`src/logic/rsic_defs.vh`:
```
// Function
// reset on power-on, low reset pin, or enabled watchdog timeout.
// hold reset for one start-up timer period, about 18 ms.
// every reset loads the program counter with all ones.
// power-on reset alone clears status bits 5,6 and bank select bits 7,6.
// every reset sets all port pins to input, drivers high impedance.
// reset clears watchdog and prescaler; watchdog enabled when code option is one.
// reset sets option control register to ones except bit 6.
// reset sets port 6 wake mask to all ones.
// reset clears watchdog control bits 3,6 and sets bits 0,4,5.
// reset clears bits 0,3 of interrupt flag and mask registers.
// sleep instruction enters halt sleep and clears watchdog; watchdog keeps counting.
// halt sleep wakes only on watchdog timeout or reset pin, via full reset.
// status timeout and power-down flags record the reset or wake cause.
// clearing oscillator run bit stops oscillator; enabled pin wake resumes without reset.
// after a pin wake, watchdog enabled when code option is one.
// in oscillator-stop sleep, watchdog timeout or reset pin performs full reset.
// timer overflow and external interrupts vector to address 001H.
// enable instruction sets, disable instruction clears global interrupt enable.
// interrupt events set flags regardless of mask or global enable.
// reading interrupt flag register returns flags AND mask.
// return-from-interrupt pops return address and sets global enable.
// software trap pushes return address and vectors to 002H.
// run bit set at wake falling edge; its edges stop and restart oscillator.
// port 6 wake mask bit 0 enables, 1 disables its pin wake.
// taking a hardware interrupt clears global enable.
// interrupt taken only when flag, mask and global enable set, at instruction boundary.
`ifndef RSIC_DEFS_VH
`define RSIC_DEFS_VH
`define RSIC_A_STATUS 32'h0000_0000
`define RSIC_A_BANK 32'h0000_0004
`define RSIC_A_OPTION 32'h0000_0008
`define RSIC_A_WAKEMASK 32'h0000_000C
`define RSIC_A_WDTCTL 32'h0000_0010
`define RSIC_A_IRQFLAG 32'h0000_0014
`define RSIC_A_IRQMASK 32'h0000_0018
`define RSIC_A_PCTRL 32'h0000_001C
`define RSIC_A_PCVAL 32'h0000_0020
`define RSIC_A_DIR 32'h0000_0024
`define RSIC_A_STATE 32'h0000_0028
`define RSIC_A_WDTCNT 32'h0000_002C
`define RSIC_OPT_RST 8'hBF
`define RSIC_WAKE_RST 8'hFF
`define RSIC_WDC_RST 8'h31
`define RSIC_WDC_KEEP 8'h86
`define RSIC_IRQ_KEEP 8'hF6
`define RSIC_ST_TO 4
`define RSIC_ST_PD 3
`define RSIC_WDC_WTE 5
`define RSIC_WDC_RUN 4
`define RSIC_WDC_PWN 0
`define RSIC_IRQ_TC 0
`define RSIC_IRQ_EX 3
`define RSIC_OPT_GIE 6
`define RSIC_OST_MS 18
`define RSIC_CLK_KHZ 100000
`define RSIC_OST_CYC (`RSIC_OST_MS * `RSIC_CLK_KHZ)
`define RSIC_VEC_IRQ 12'h001
`define RSIC_VEC_TRAP 12'h002
`define RSIC_PC_ONES 12'hFFF
`endif

```
`src/logic/rsic_ctrl.v`:
```
// Chosen here: the AHB-Lite register port and the address map.
`include "rsic_defs.vh"
`default_nettype none
module rsic_ctrl #(
  parameter integer OST_CYCLES = `RSIC_OST_CYC,
  parameter integer WDT_CYCLES = `RSIC_OST_CYC
) (
  input wire ref_clk_in,
  input wire reset_in,
  input wire por_in,
  input wire ext_reset_n_in,
  input wire wdt_code_option_in,
  input wire [7:0] port6_pins_in,
  input wire [1:0] port7_wake_pins_in,
  input wire timer_clock_counter_ovf_in,
  input wire ext_irq_n_in,
  input wire instr_boundary_in,
  input wire sleep_instr_in,
  input wire wdt_clear_instr_in,
  input wire irq_global_on_instr_in,
  input wire irq_global_off_instr_in,
  input wire irq_return_instr_in,
  input wire trap_instr_in,
  input wire [11:0] return_addr_in,
  input wire [11:0] stack_top_in,
  input wire [31:0] haddr_in,
  input wire [1:0] htrans_in,
  input wire hwrite_in,
  input wire [2:0] hsize_in,
  input wire [31:0] hwdata_in,
  input wire hsel_in,
  input wire hready_in,
  output wire [31:0] hrdata_out,
  output wire hreadyout_out,
  output wire hresp_out,
  output wire core_reset_out,
  output wire osc_run_out,
  output reg pc_load_out,
  output reg [11:0] pc_value_out,
  output reg stack_push_out,
  output reg [11:0] stack_push_data_out,
  output reg [7:0] port_dir_out
);

  // ************************************************
  // state and inputs
  // ************************************************
  localparam [1:0] ST_RUN = 2'd0;
  localparam [1:0] ST_HALT = 2'd1;
  localparam [1:0] ST_OSTOP = 2'd2;
  localparam [1:0] ST_RESET = 2'd3;

  reg [1:0] state_q;
  reg [31:0] ost_q;
  reg [31:0] wdt_q;
  reg [7:0] status_q;
  reg [7:0] bank_q;
  reg [7:0] option_q;
  reg [7:0] wakemask_q;
  reg [7:0] wdtctl_q;
  reg [7:0] irqflag_q;
  reg [7:0] irqmask_q;
  reg por_s1_q;
  reg por_s2_q;
  reg [10:0] pin_s1_q;
  reg [10:0] pin_s2_q;
  reg [10:0] pin_s3_q;
  reg run_d1_q;
  reg [31:0] hrdata_q;
  reg [31:0] addr_q;
  reg wr_q;
  wire por_s = por_s2_q;
  wire rstpin_low = ~pin_s2_q[8];
  wire [7:0] p6 = pin_s2_q[7:0];
  wire [1:0] p7 = pin_s2_q[10:9];
  reg ext_s1_q, ext_s2_q, ext_s3_q;
  wire ext_fall = ext_s3_q & ~ext_s2_q;
  wire wdt_en = wdt_code_option_in & wdtctl_q[`RSIC_WDC_WTE];
  wire wdt_to = wdt_en && (wdt_q >= WDT_CYCLES - 1);
  wire [7:0] p6_fall = pin_s3_q[7:0] & ~p6;
  wire [1:0] p7_fall = pin_s3_q[10:9] & ~p7;
  // mask bit low enables the pin
  wire pin_wake = (|(p6_fall & ~wakemask_q)) |
                  ((|p7_fall) & ~wdtctl_q[`RSIC_WDC_PWN]);
  wire reset_ev = por_s | rstpin_low | wdt_to;
  wire [7:0] pend = irqflag_q & irqmask_q & 8'h09;
  wire irq_take = (state_q == ST_RUN) && instr_boundary_in && (|pend) &&
                  option_q[`RSIC_OPT_GIE];

  assign core_reset_out = (state_q == ST_RESET);
  // oscillator follows the run bit; halt sleep also stops it
  assign osc_run_out = wdtctl_q[`RSIC_WDC_RUN] & (state_q != ST_HALT);
  assign hreadyout_out = 1'b1;
  assign hresp_out = 1'b0;
  assign hrdata_out = hrdata_q;

  // ************************************************
  // synchronisers
  // ************************************************
  always @(posedge ref_clk_in or posedge reset_in)
  begin
    if (reset_in)
    begin
      por_s1_q <= 1'b0;
      por_s2_q <= 1'b0;
      pin_s1_q <= 11'h7FF;
      pin_s2_q <= 11'h7FF;
      pin_s3_q <= 11'h7FF;
      ext_s1_q <= 1'b1;
      ext_s2_q <= 1'b1;
      ext_s3_q <= 1'b1;
    end
    else
    begin
      por_s1_q <= por_in;
      por_s2_q <= por_s1_q;
      pin_s1_q <= {port7_wake_pins_in, ext_reset_n_in, port6_pins_in};
      pin_s2_q <= pin_s1_q;
      pin_s3_q <= pin_s2_q;
      ext_s1_q <= ext_irq_n_in;
      ext_s2_q <= ext_s1_q;
      ext_s3_q <= ext_s2_q;
    end
  end

  // ************************************************
  // sequencer and registers
  // ************************************************
  wire bus_ok = hsel_in & hready_in & htrans_in[1];
  wire do_wr = wr_q;
  wire rd_req = bus_ok & ~hwrite_in;

  always @(posedge ref_clk_in or posedge reset_in)
  begin
    if (reset_in)
    begin
      state_q <= ST_RESET;
      ost_q <= 32'h0000_0000;
      wdt_q <= 32'h0000_0000;
      status_q <= 8'h18;
      bank_q <= 8'h00;
      option_q <= `RSIC_OPT_RST;
      wakemask_q <= `RSIC_WAKE_RST;
      wdtctl_q <= `RSIC_WDC_RST;
      irqflag_q <= 8'h00;
      irqmask_q <= 8'h00;
      run_d1_q <= 1'b1;
      pc_load_out <= 1'b0;
      pc_value_out <= `RSIC_PC_ONES;
      stack_push_out <= 1'b0;
      stack_push_data_out <= 12'h000;
      port_dir_out <= 8'hFF;
      addr_q <= 32'h0000_0000;
      wr_q <= 1'b0;
    end
    else
    begin
      pc_load_out <= 1'b0;
      stack_push_out <= 1'b0;
      run_d1_q <= wdtctl_q[`RSIC_WDC_RUN];
      wr_q <= bus_ok & hwrite_in;
      if (bus_ok)
        addr_q <= haddr_in;
      // watchdog counts in every state except reset, also during sleep
      if (wdt_en && state_q != ST_RESET)
        wdt_q <= wdt_to ? 32'h0000_0000 : wdt_q + 32'h0000_0001;
      else
        wdt_q <= 32'h0000_0000;
      // flags set regardless of mask and enable; set beats clear
      if (do_wr && addr_q == `RSIC_A_IRQFLAG)
        irqflag_q <= hwdata_in[7:0] & 8'h09;
      if (timer_clock_counter_ovf_in)
        irqflag_q[`RSIC_IRQ_TC] <= 1'b1;
      if (ext_fall)
        irqflag_q[`RSIC_IRQ_EX] <= 1'b1;
      if (do_wr)
      begin
        case (addr_q)
          `RSIC_A_STATUS: status_q <= (hwdata_in[7:0] & 8'hE7) | (status_q & 8'h18);
          `RSIC_A_BANK: bank_q <= hwdata_in[7:0];
          `RSIC_A_OPTION: option_q <= (hwdata_in[7:0] & 8'hBF) | (option_q & 8'h40);
          `RSIC_A_WAKEMASK: wakemask_q <= hwdata_in[7:0];
          `RSIC_A_WDTCTL: wdtctl_q <= hwdata_in[7:0] & 8'h79;
          `RSIC_A_IRQMASK: irqmask_q <= hwdata_in[7:0] & 8'h09;
          `RSIC_A_DIR: port_dir_out <= hwdata_in[7:0];
          default: ;
        endcase
      end
      if (irq_global_on_instr_in)
        option_q[`RSIC_OPT_GIE] <= 1'b1;
      if (irq_global_off_instr_in)
        option_q[`RSIC_OPT_GIE] <= 1'b0;
      if (wdt_clear_instr_in)
      begin
        wdt_q <= 32'h0000_0000;
        status_q[`RSIC_ST_TO] <= 1'b1;
        status_q[`RSIC_ST_PD] <= 1'b1;
      end
      case (state_q)
        ST_RUN:
        begin
          if (irq_return_instr_in)
          begin
            pc_load_out <= 1'b1;
            pc_value_out <= stack_top_in;
            option_q[`RSIC_OPT_GIE] <= 1'b1;
          end
          else if (trap_instr_in)
          begin
            stack_push_out <= 1'b1;
            stack_push_data_out <= return_addr_in;
            pc_load_out <= 1'b1;
            pc_value_out <= `RSIC_VEC_TRAP;
          end
          else if (irq_take)
          begin
            stack_push_out <= 1'b1;
            stack_push_data_out <= return_addr_in;
            pc_load_out <= 1'b1;
            pc_value_out <= `RSIC_VEC_IRQ;
            option_q[`RSIC_OPT_GIE] <= 1'b0;
          end
          if (sleep_instr_in)
          begin
            state_q <= ST_HALT;
            wdt_q <= 32'h0000_0000;
            status_q[`RSIC_ST_TO] <= 1'b1;
            status_q[`RSIC_ST_PD] <= 1'b0;
          end
          else if (run_d1_q && !wdtctl_q[`RSIC_WDC_RUN])
            state_q <= ST_OSTOP;
        end
        ST_HALT: ;
        ST_OSTOP:
        begin
          if (pin_wake)
          begin
            wdtctl_q[`RSIC_WDC_RUN] <= 1'b1;
            wdtctl_q[`RSIC_WDC_WTE] <= wdt_code_option_in;
            state_q <= ST_RESET; // start-up wait, no reset effects
            ost_q <= 32'h0000_0001;
          end
        end
        default:
        begin
          if (ost_q != 32'h0000_0000)
          begin
            // pin wake: only the start-up wait, then resume in line
            if (ost_q >= OST_CYCLES)
            begin
              ost_q <= 32'h0000_0000;
              state_q <= ST_RUN;
            end
            else
              ost_q <= ost_q + 32'h0000_0001;
          end
        end
      endcase
      // full reset sequence overrides everything else
      if (reset_ev || (state_q == ST_RESET && ost_q == 32'h0000_0000))
      begin
        if (reset_ev)
        begin
          state_q <= ST_RESET;
          wdt_q <= 32'h0000_0000;
          option_q <= `RSIC_OPT_RST | (option_q & 8'h40);
          wakemask_q <= `RSIC_WAKE_RST;
          wdtctl_q <= (wdtctl_q & `RSIC_WDC_KEEP) | `RSIC_WDC_RST;
          irqflag_q <= irqflag_q & `RSIC_IRQ_KEEP;
          irqmask_q <= irqmask_q & `RSIC_IRQ_KEEP;
          port_dir_out <= 8'hFF;
          pc_value_out <= `RSIC_PC_ONES;
          ost_q <= 32'h0000_0000;
          wdtctl_q[`RSIC_WDC_WTE] <= 1'b1;
          if (por_s)
          begin
            status_q <= (status_q & 8'h9F) | 8'h18;
            bank_q <= bank_q & 8'h3F;
          end
          else if (wdt_to)
          begin
            status_q[`RSIC_ST_TO] <= 1'b0;
            status_q[`RSIC_ST_PD] <= (state_q == ST_RUN);
          end
          else if (state_q == ST_HALT || state_q == ST_OSTOP)
          begin
            status_q[`RSIC_ST_TO] <= 1'b1;
            status_q[`RSIC_ST_PD] <= 1'b0;
          end
        end
        else
        begin
          // hold reset for one start-up period after the cause is gone
          if (wdt_q >= OST_CYCLES - 1)
          begin
            state_q <= ST_RUN;
            pc_load_out <= 1'b1;
            pc_value_out <= `RSIC_PC_ONES;
            wdt_q <= 32'h0000_0000;
          end
          else
            wdt_q <= wdt_q + 32'h0000_0001;
        end
      end
    end
  end

  // ************************************************
  // register read port
  // ************************************************
  // read data is taken with the address phase so that it already stands
  // through the zero-wait data phase; limitation: a read issued directly
  // behind a write to the same register returns the value before that write
  always @(posedge ref_clk_in or posedge reset_in)
  begin
    if (reset_in)
      hrdata_q <= 32'h0000_0000;
    else if (rd_req)
    begin
      // flag read is masked by the enables
      case (haddr_in)
        `RSIC_A_STATUS: hrdata_q <= {24'h000000, status_q};
        `RSIC_A_BANK: hrdata_q <= {24'h000000, bank_q};
        `RSIC_A_OPTION: hrdata_q <= {24'h000000, option_q};
        `RSIC_A_WAKEMASK: hrdata_q <= {24'h000000, wakemask_q};
        `RSIC_A_WDTCTL: hrdata_q <= {24'h000000, wdtctl_q};
        `RSIC_A_IRQFLAG: hrdata_q <= {24'h000000, irqflag_q & irqmask_q};
        `RSIC_A_IRQMASK: hrdata_q <= {24'h000000, irqmask_q};
        `RSIC_A_PCVAL: hrdata_q <= {20'h00000, pc_value_out};
        `RSIC_A_DIR: hrdata_q <= {24'h000000, port_dir_out};
        `RSIC_A_STATE: hrdata_q <= {30'h0000_0000, state_q};
        `RSIC_A_WDTCNT: hrdata_q <= wdt_q;
        default: hrdata_q <= 32'h0000_0000;
      endcase
    end
  end
endmodule // rsic_ctrl
`default_nettype wire

```
`config.mk`:
```
export PLATFORM = sky130hd
export DESIGN_NAME = rsic_ctrl
export DESIGN_NICKNAME = d
export VERILOG_FILES = /design/src/logic/rsic_ctrl.v
export VERILOG_INCLUDE_DIRS = /design/src /design/src/logic
export SDC_FILE = /design/constraint.sdc
export NUM_CORES = 1
export LEC_CHECK = 0
export BUFFER_PORTS_ARGS = -buffer_cell sky130_fd_sc_hd__buf_2
export CORE_AREA = 3 3 147 149
export CTS_CLUSTER_DIAMETER = 80
export DETAILED_ROUTE_END_ITERATION = 8
export DIE_AREA = 0 0 150 152
export GPL_ROUTABILITY_DRIVEN = 0
export GPL_TIMING_DRIVEN = 0
export PLACE_DENSITY = 0.9
export SLEW_MARGIN = 0
export SYNTH_ARGS = -nofsm -noshare
export SYNTH_HDL_FRONTEND = slang
export SYNTH_SLANG_ARGS = --single-unit
```
`constraint.sdc`:
```
create_clock -name ref_clk_in -period 9.3 [get_ports ref_clk_in]
set_input_delay 0.465 -clock ref_clk_in [delete_from_list [all_inputs] [get_ports ref_clk_in]]
set_output_delay 0.465 -clock ref_clk_in [all_outputs]
set_load 0.03 [all_outputs]
```
==> impl_summary.txt <==
----------------------------------------------------
[Route]
  Detailed-route via count ... 9,028
  Number of design-rule violations left by the first detailed-router iteration ... 990
  Drt drc ... 0
  Met2 wirelength from detailed routing ... between 10,000 and 15,000 um
  Average via count per standard cell ... 6.10
  Antenna viol nets, final ... 0
  Post-detailed-route wirelength per cell ... ~20 um
  Wl on met1 ... 11,300 um
  Number of detailed-routing iterations run before antenna repair ... 6
  Uppermost signal routing layer after detailed routing ... met5
  Total met3 wirelength after detailed routing ... 2860 um
  Routed wire length ... ~30,000 um

[Worst setup path]
  Maximum fanout along the worst path ... 10
  Worst EP arrival ... 3.44 ns
  CP Class ... flop to flop
  Reg-to-Reg End ... wdtctl_q[3]$_DFF_PP0_
  Startpoint type of the worst setup path ... flop
  Critical path capture point type ... flop
  Register-to-register setup slack ... 6.25 ns
  Launch point of the worst reg-to-reg path ... wdt_q[15]$_DFF_PP0_
  Worst endpoint required time ... 9.69 ns
  Register-to-Register Path Depth ... 8

[Synthesis]
  Number of flops mapped to enable cells by yosys ... 0
  Top flip-flop cell by instance count after synthesis ... dfrtp_1
  Most area-hungry cell type in the Yosys netlist ... dfrtp_1
  Number of warning messages in the yosys log ... 0
  Most common library cells after synthesis ... 181 x dfrtp_1, 106 x nand2_1, 78 x dfstp_2
  Most frequently used cell type in the post-synthesis netlist ... dfrtp_1
  Unique cell type count in the Yosys netlist ... 73
  Share of synthesized flip-flops with an asynchronous set or reset ... 100%
  Sequential-to-total area share from yosys stat ... roughly 58%
  Post-Synthesis Mean Instance Area ... 11.4 um^2
  Portion of synthesized cell area occupied by the leading cell type ... 39.8%
  Number of instances in the synthesized netlist ... 994
  Number of synthesized register bits ... 259
  Top cells by area, synth ... dfrtp_1 40%, dfstp_2 18%, mux2_2 4.8%, mux2i_1 4.7%, nand2_1 3.5%
  Syn Std Cell Area ... 11,400 um^2

[Floorplanning]
  Vertical die dimension ... between 150 and 200 um
  Chip Width ... 150 um
  Area inside the core boundary ... 20,300 um^2
  Die Footprint ... around 23,000 um^2
  Standard-cell rows ... 52
  Total I/O pin count ... 190
  Effective utilization at floorplan ... 56.0%

[CTS]
  # Post-CTS Setup Buffers ... 0
  Sink count of the clock tree ... 259
  Register clock-pin slew on the reported worst setup and hold paths ... approximately 0.060 ns
  Level count of the clock H-tree ... 1
  Hold Buf Count CTS ... 0
  CTS root buf ... clkbuf_16
  Post-CTS Resized ... 0
  Buffers from clock root to sink, at most ... 3
  TritonCTS clock tree ... built
  Number of buffers created by CTS ... 25
  Clock Latency Late Sink ... 0.53 ns

[Global route]
  Vias in the first global route ... 8,862
  Global route total overflow ... 0
  First-pass GRT wire length ... around 47,000 um
  Number of antenna violations at the first check in global routing ... 2
  Gr usage total ... 25.4%
  Maximum number of pins on one net before global-route repair ... 95

[Pwr]
  Switching part of the total ... 23.1%
  Combinational Power Share ... 7.2%
  Internal power of the cells ... 1.82 mW
  Part of the power in the clock network ... 41.8%
  Peak supply drop ... 0.000159 V
  Leak pwr ... 6.16 nW
  Overall power ... 2.36 mW
  Switch Pwr ... 545 uW
  Power per standard cell area ... 176 nW/um^2
  Relative contribution of sequential cells to total power ... 51.0%

[Final layout]
  Number of inserted diodes ... 0
  Post-layout utilization of the core ... about two thirds
  Fraction of layout instances using a drive strength above 1 ... 29.1%
  Synthesis-to-finish area growth ... 17.9%
  Net count of the finished layout ... 1,319

[Place]
  Detail Placement HPWL ... 21,000 um
  Number of buffers inserted by port buffering ... 158
  DP Worst Slack ... 6.03 ns

[Status]
  Outcome ... completed

[STA]
  Final setup viols ... 0
  Fin Clk Skew ... 0.0198 ns
  Worst hold slack after final layout ... 0.0237 ns
  Period utilisation layout ... 32.8%
  Number of endpoints with negative hold slack in the final report ... 0
  Actual slew at the worst max-slew pin ... between 1 and 1.5 ns
  Max-slew violation total from the final report ... 0
  Highest clock frequency the design can meet ... 328 MHz
  Setup repair after global routing missed its margin ... false
  Min cycle time layout ... 3.05 ns
  Smallest setup slack after layout ... around 6.2 ns
  Relative max-transition margin ... 10.5%

[Worst hold path]
  Tightest Hold Check Type ... input pin to asynchronous set/reset pin

[Job]
  Max Cap Viol ... 0

----------------------------------------------------
registers in the layout, indices dropped and copies added, names as in the netlist, 2 cells and up:
register and flops:
wakemask_q 8, wdt_q 32, bank_q 8, state_q 2, stack_push_data_out 12, addr_q 32
pc_value_out 12, port_dir_out 8, option_q 8, pin_s3_q 10, hrdata_out 32, ost_q 32
irqmask_q 8, pin_s1_q 11, wdtctl_q 8, irqflag_q 8, status_q 8, pin_s2_q 11
critical path, stage by stage (launching register included):
cell and delay, ns:
dfrtp_1 0.32, clkbuf_1 0.28, inv_1 0.12, a2111oi_0 0.38, a21bo_2 0.32, a31oi_1 0.53, clkbuf_1 0.50, buf_2 0.37
nor2_1 0.10
metal layers:
metal | global-route usage, % | vias up
met5 | 0 | -
met4 | 10.5 | 4
met3 | 6.17 | 99
met2 | 40.1 | 478
met1 | 34.0 | 4467
li1 | - | 3980
cell usage in the layout (no fill, tap or decap), types with 9 or more instances in the layout:
cell	n
and2_1	9
a31oi_1	13
dfstp_2	78
mux2_2	48
nand2_1	106
a21oi_1	27
clkbuf_16	26
a22oi_1	17
buf_2	167
nand2b_1	11
nor2b_1	20
mux2i_1	53
dfrtp_1	181
a221o_1	11
clkbuf_1	48
and3_1	20
inv_1	18
nand3_1	26
o21ai_0	30
nand4_1	14
xor2_1	11
nor4_1	22
conb_1	13
nor2_1	74
nor3_1	12
a22o_1	31
power by group through the flow:
stage,logic [mW],clock network [mW],registers [mW]
global placement,0.158,0,1.22
detailed placement,0.167,0,1.22
global route,0.185,1.05,1.21
finish,0.170,0.988,1.20
CTS,0.168,0.999,1.20
floorplan,0.0991,0,1.22
through the flow:
| stage | setup TNS, ns | area (um^2) | std cells |
|---|---|---|---|
| after CTS | 0 | 13400 | 1481 |
| after floorplan | 0 | 11400 | 1005 |
| final | 0 | 13400 | 1481 |
| after global placement | -90.71 | 12500 | 1433 |
| after global routing | 0 | 13400 | 1481 |
| after detailed placement | 0 | 12600 | 1435 |
how the worst max path moves through the flow:
| stage | endpoint | start | depth (start not counted) |
|---|---|---|---|
| 2_1_floorplan | addr_q[0]$_DFFE_PP0P_ | reset_in | 1 |
| 6_report | wdtctl_q[3]$_DFF_PP0_ | wdt_q[15]$_DFF_PP0_ | 8 |
| 3_5_place_dp | hrdata_out[17]$_DFFE_PP0P_ | htrans_in[1] | 9 |
| 3_3_place_gp | hrdata_out[11]$_DFFE_PP0P_ | reset_in | 2 |
| 5_1_grt | wdtctl_q[6]$_DFF_PP0_ | wdt_q[15]$_DFF_PP0_ | 8 |
| 4_1_cts | wdtctl_q[6]$_DFF_PP0_ | wdt_q[15]$_DFF_PP0_ | 8 |
cell families after synthesis:
logic type / count (synthesis) / synth area share [%]
AOI/OAI and AO/OA: 173 / 11.0
muxes: 104 / 10.0
xor gates and xnor gates: 19 / 1.46
other: 2 / 0.0661
and+or+nand+nor: 357 / 16.1
adders and majority gates: 7 / 0.770
buffers and inverters: 73 / 2.71
DFF: 259 / 57.9
area by class of cell:
| type | count | area (um^2) |
|---|---|---|
| clock buffer | 42 | 781 |
| fill | 1500 | 6890 |
| timing repair buffer | 160 | 846 |
| buffer | 54 | 236 |
| multi-input combinational | 673 | 4520 |
| inverter | 19 | 78.8 |
| tap | 270 | 338 |
| clock inverter | 4 | 25.0 |
| sequential | 259 | 6580 |
Power figures use the tool's default switching activity.
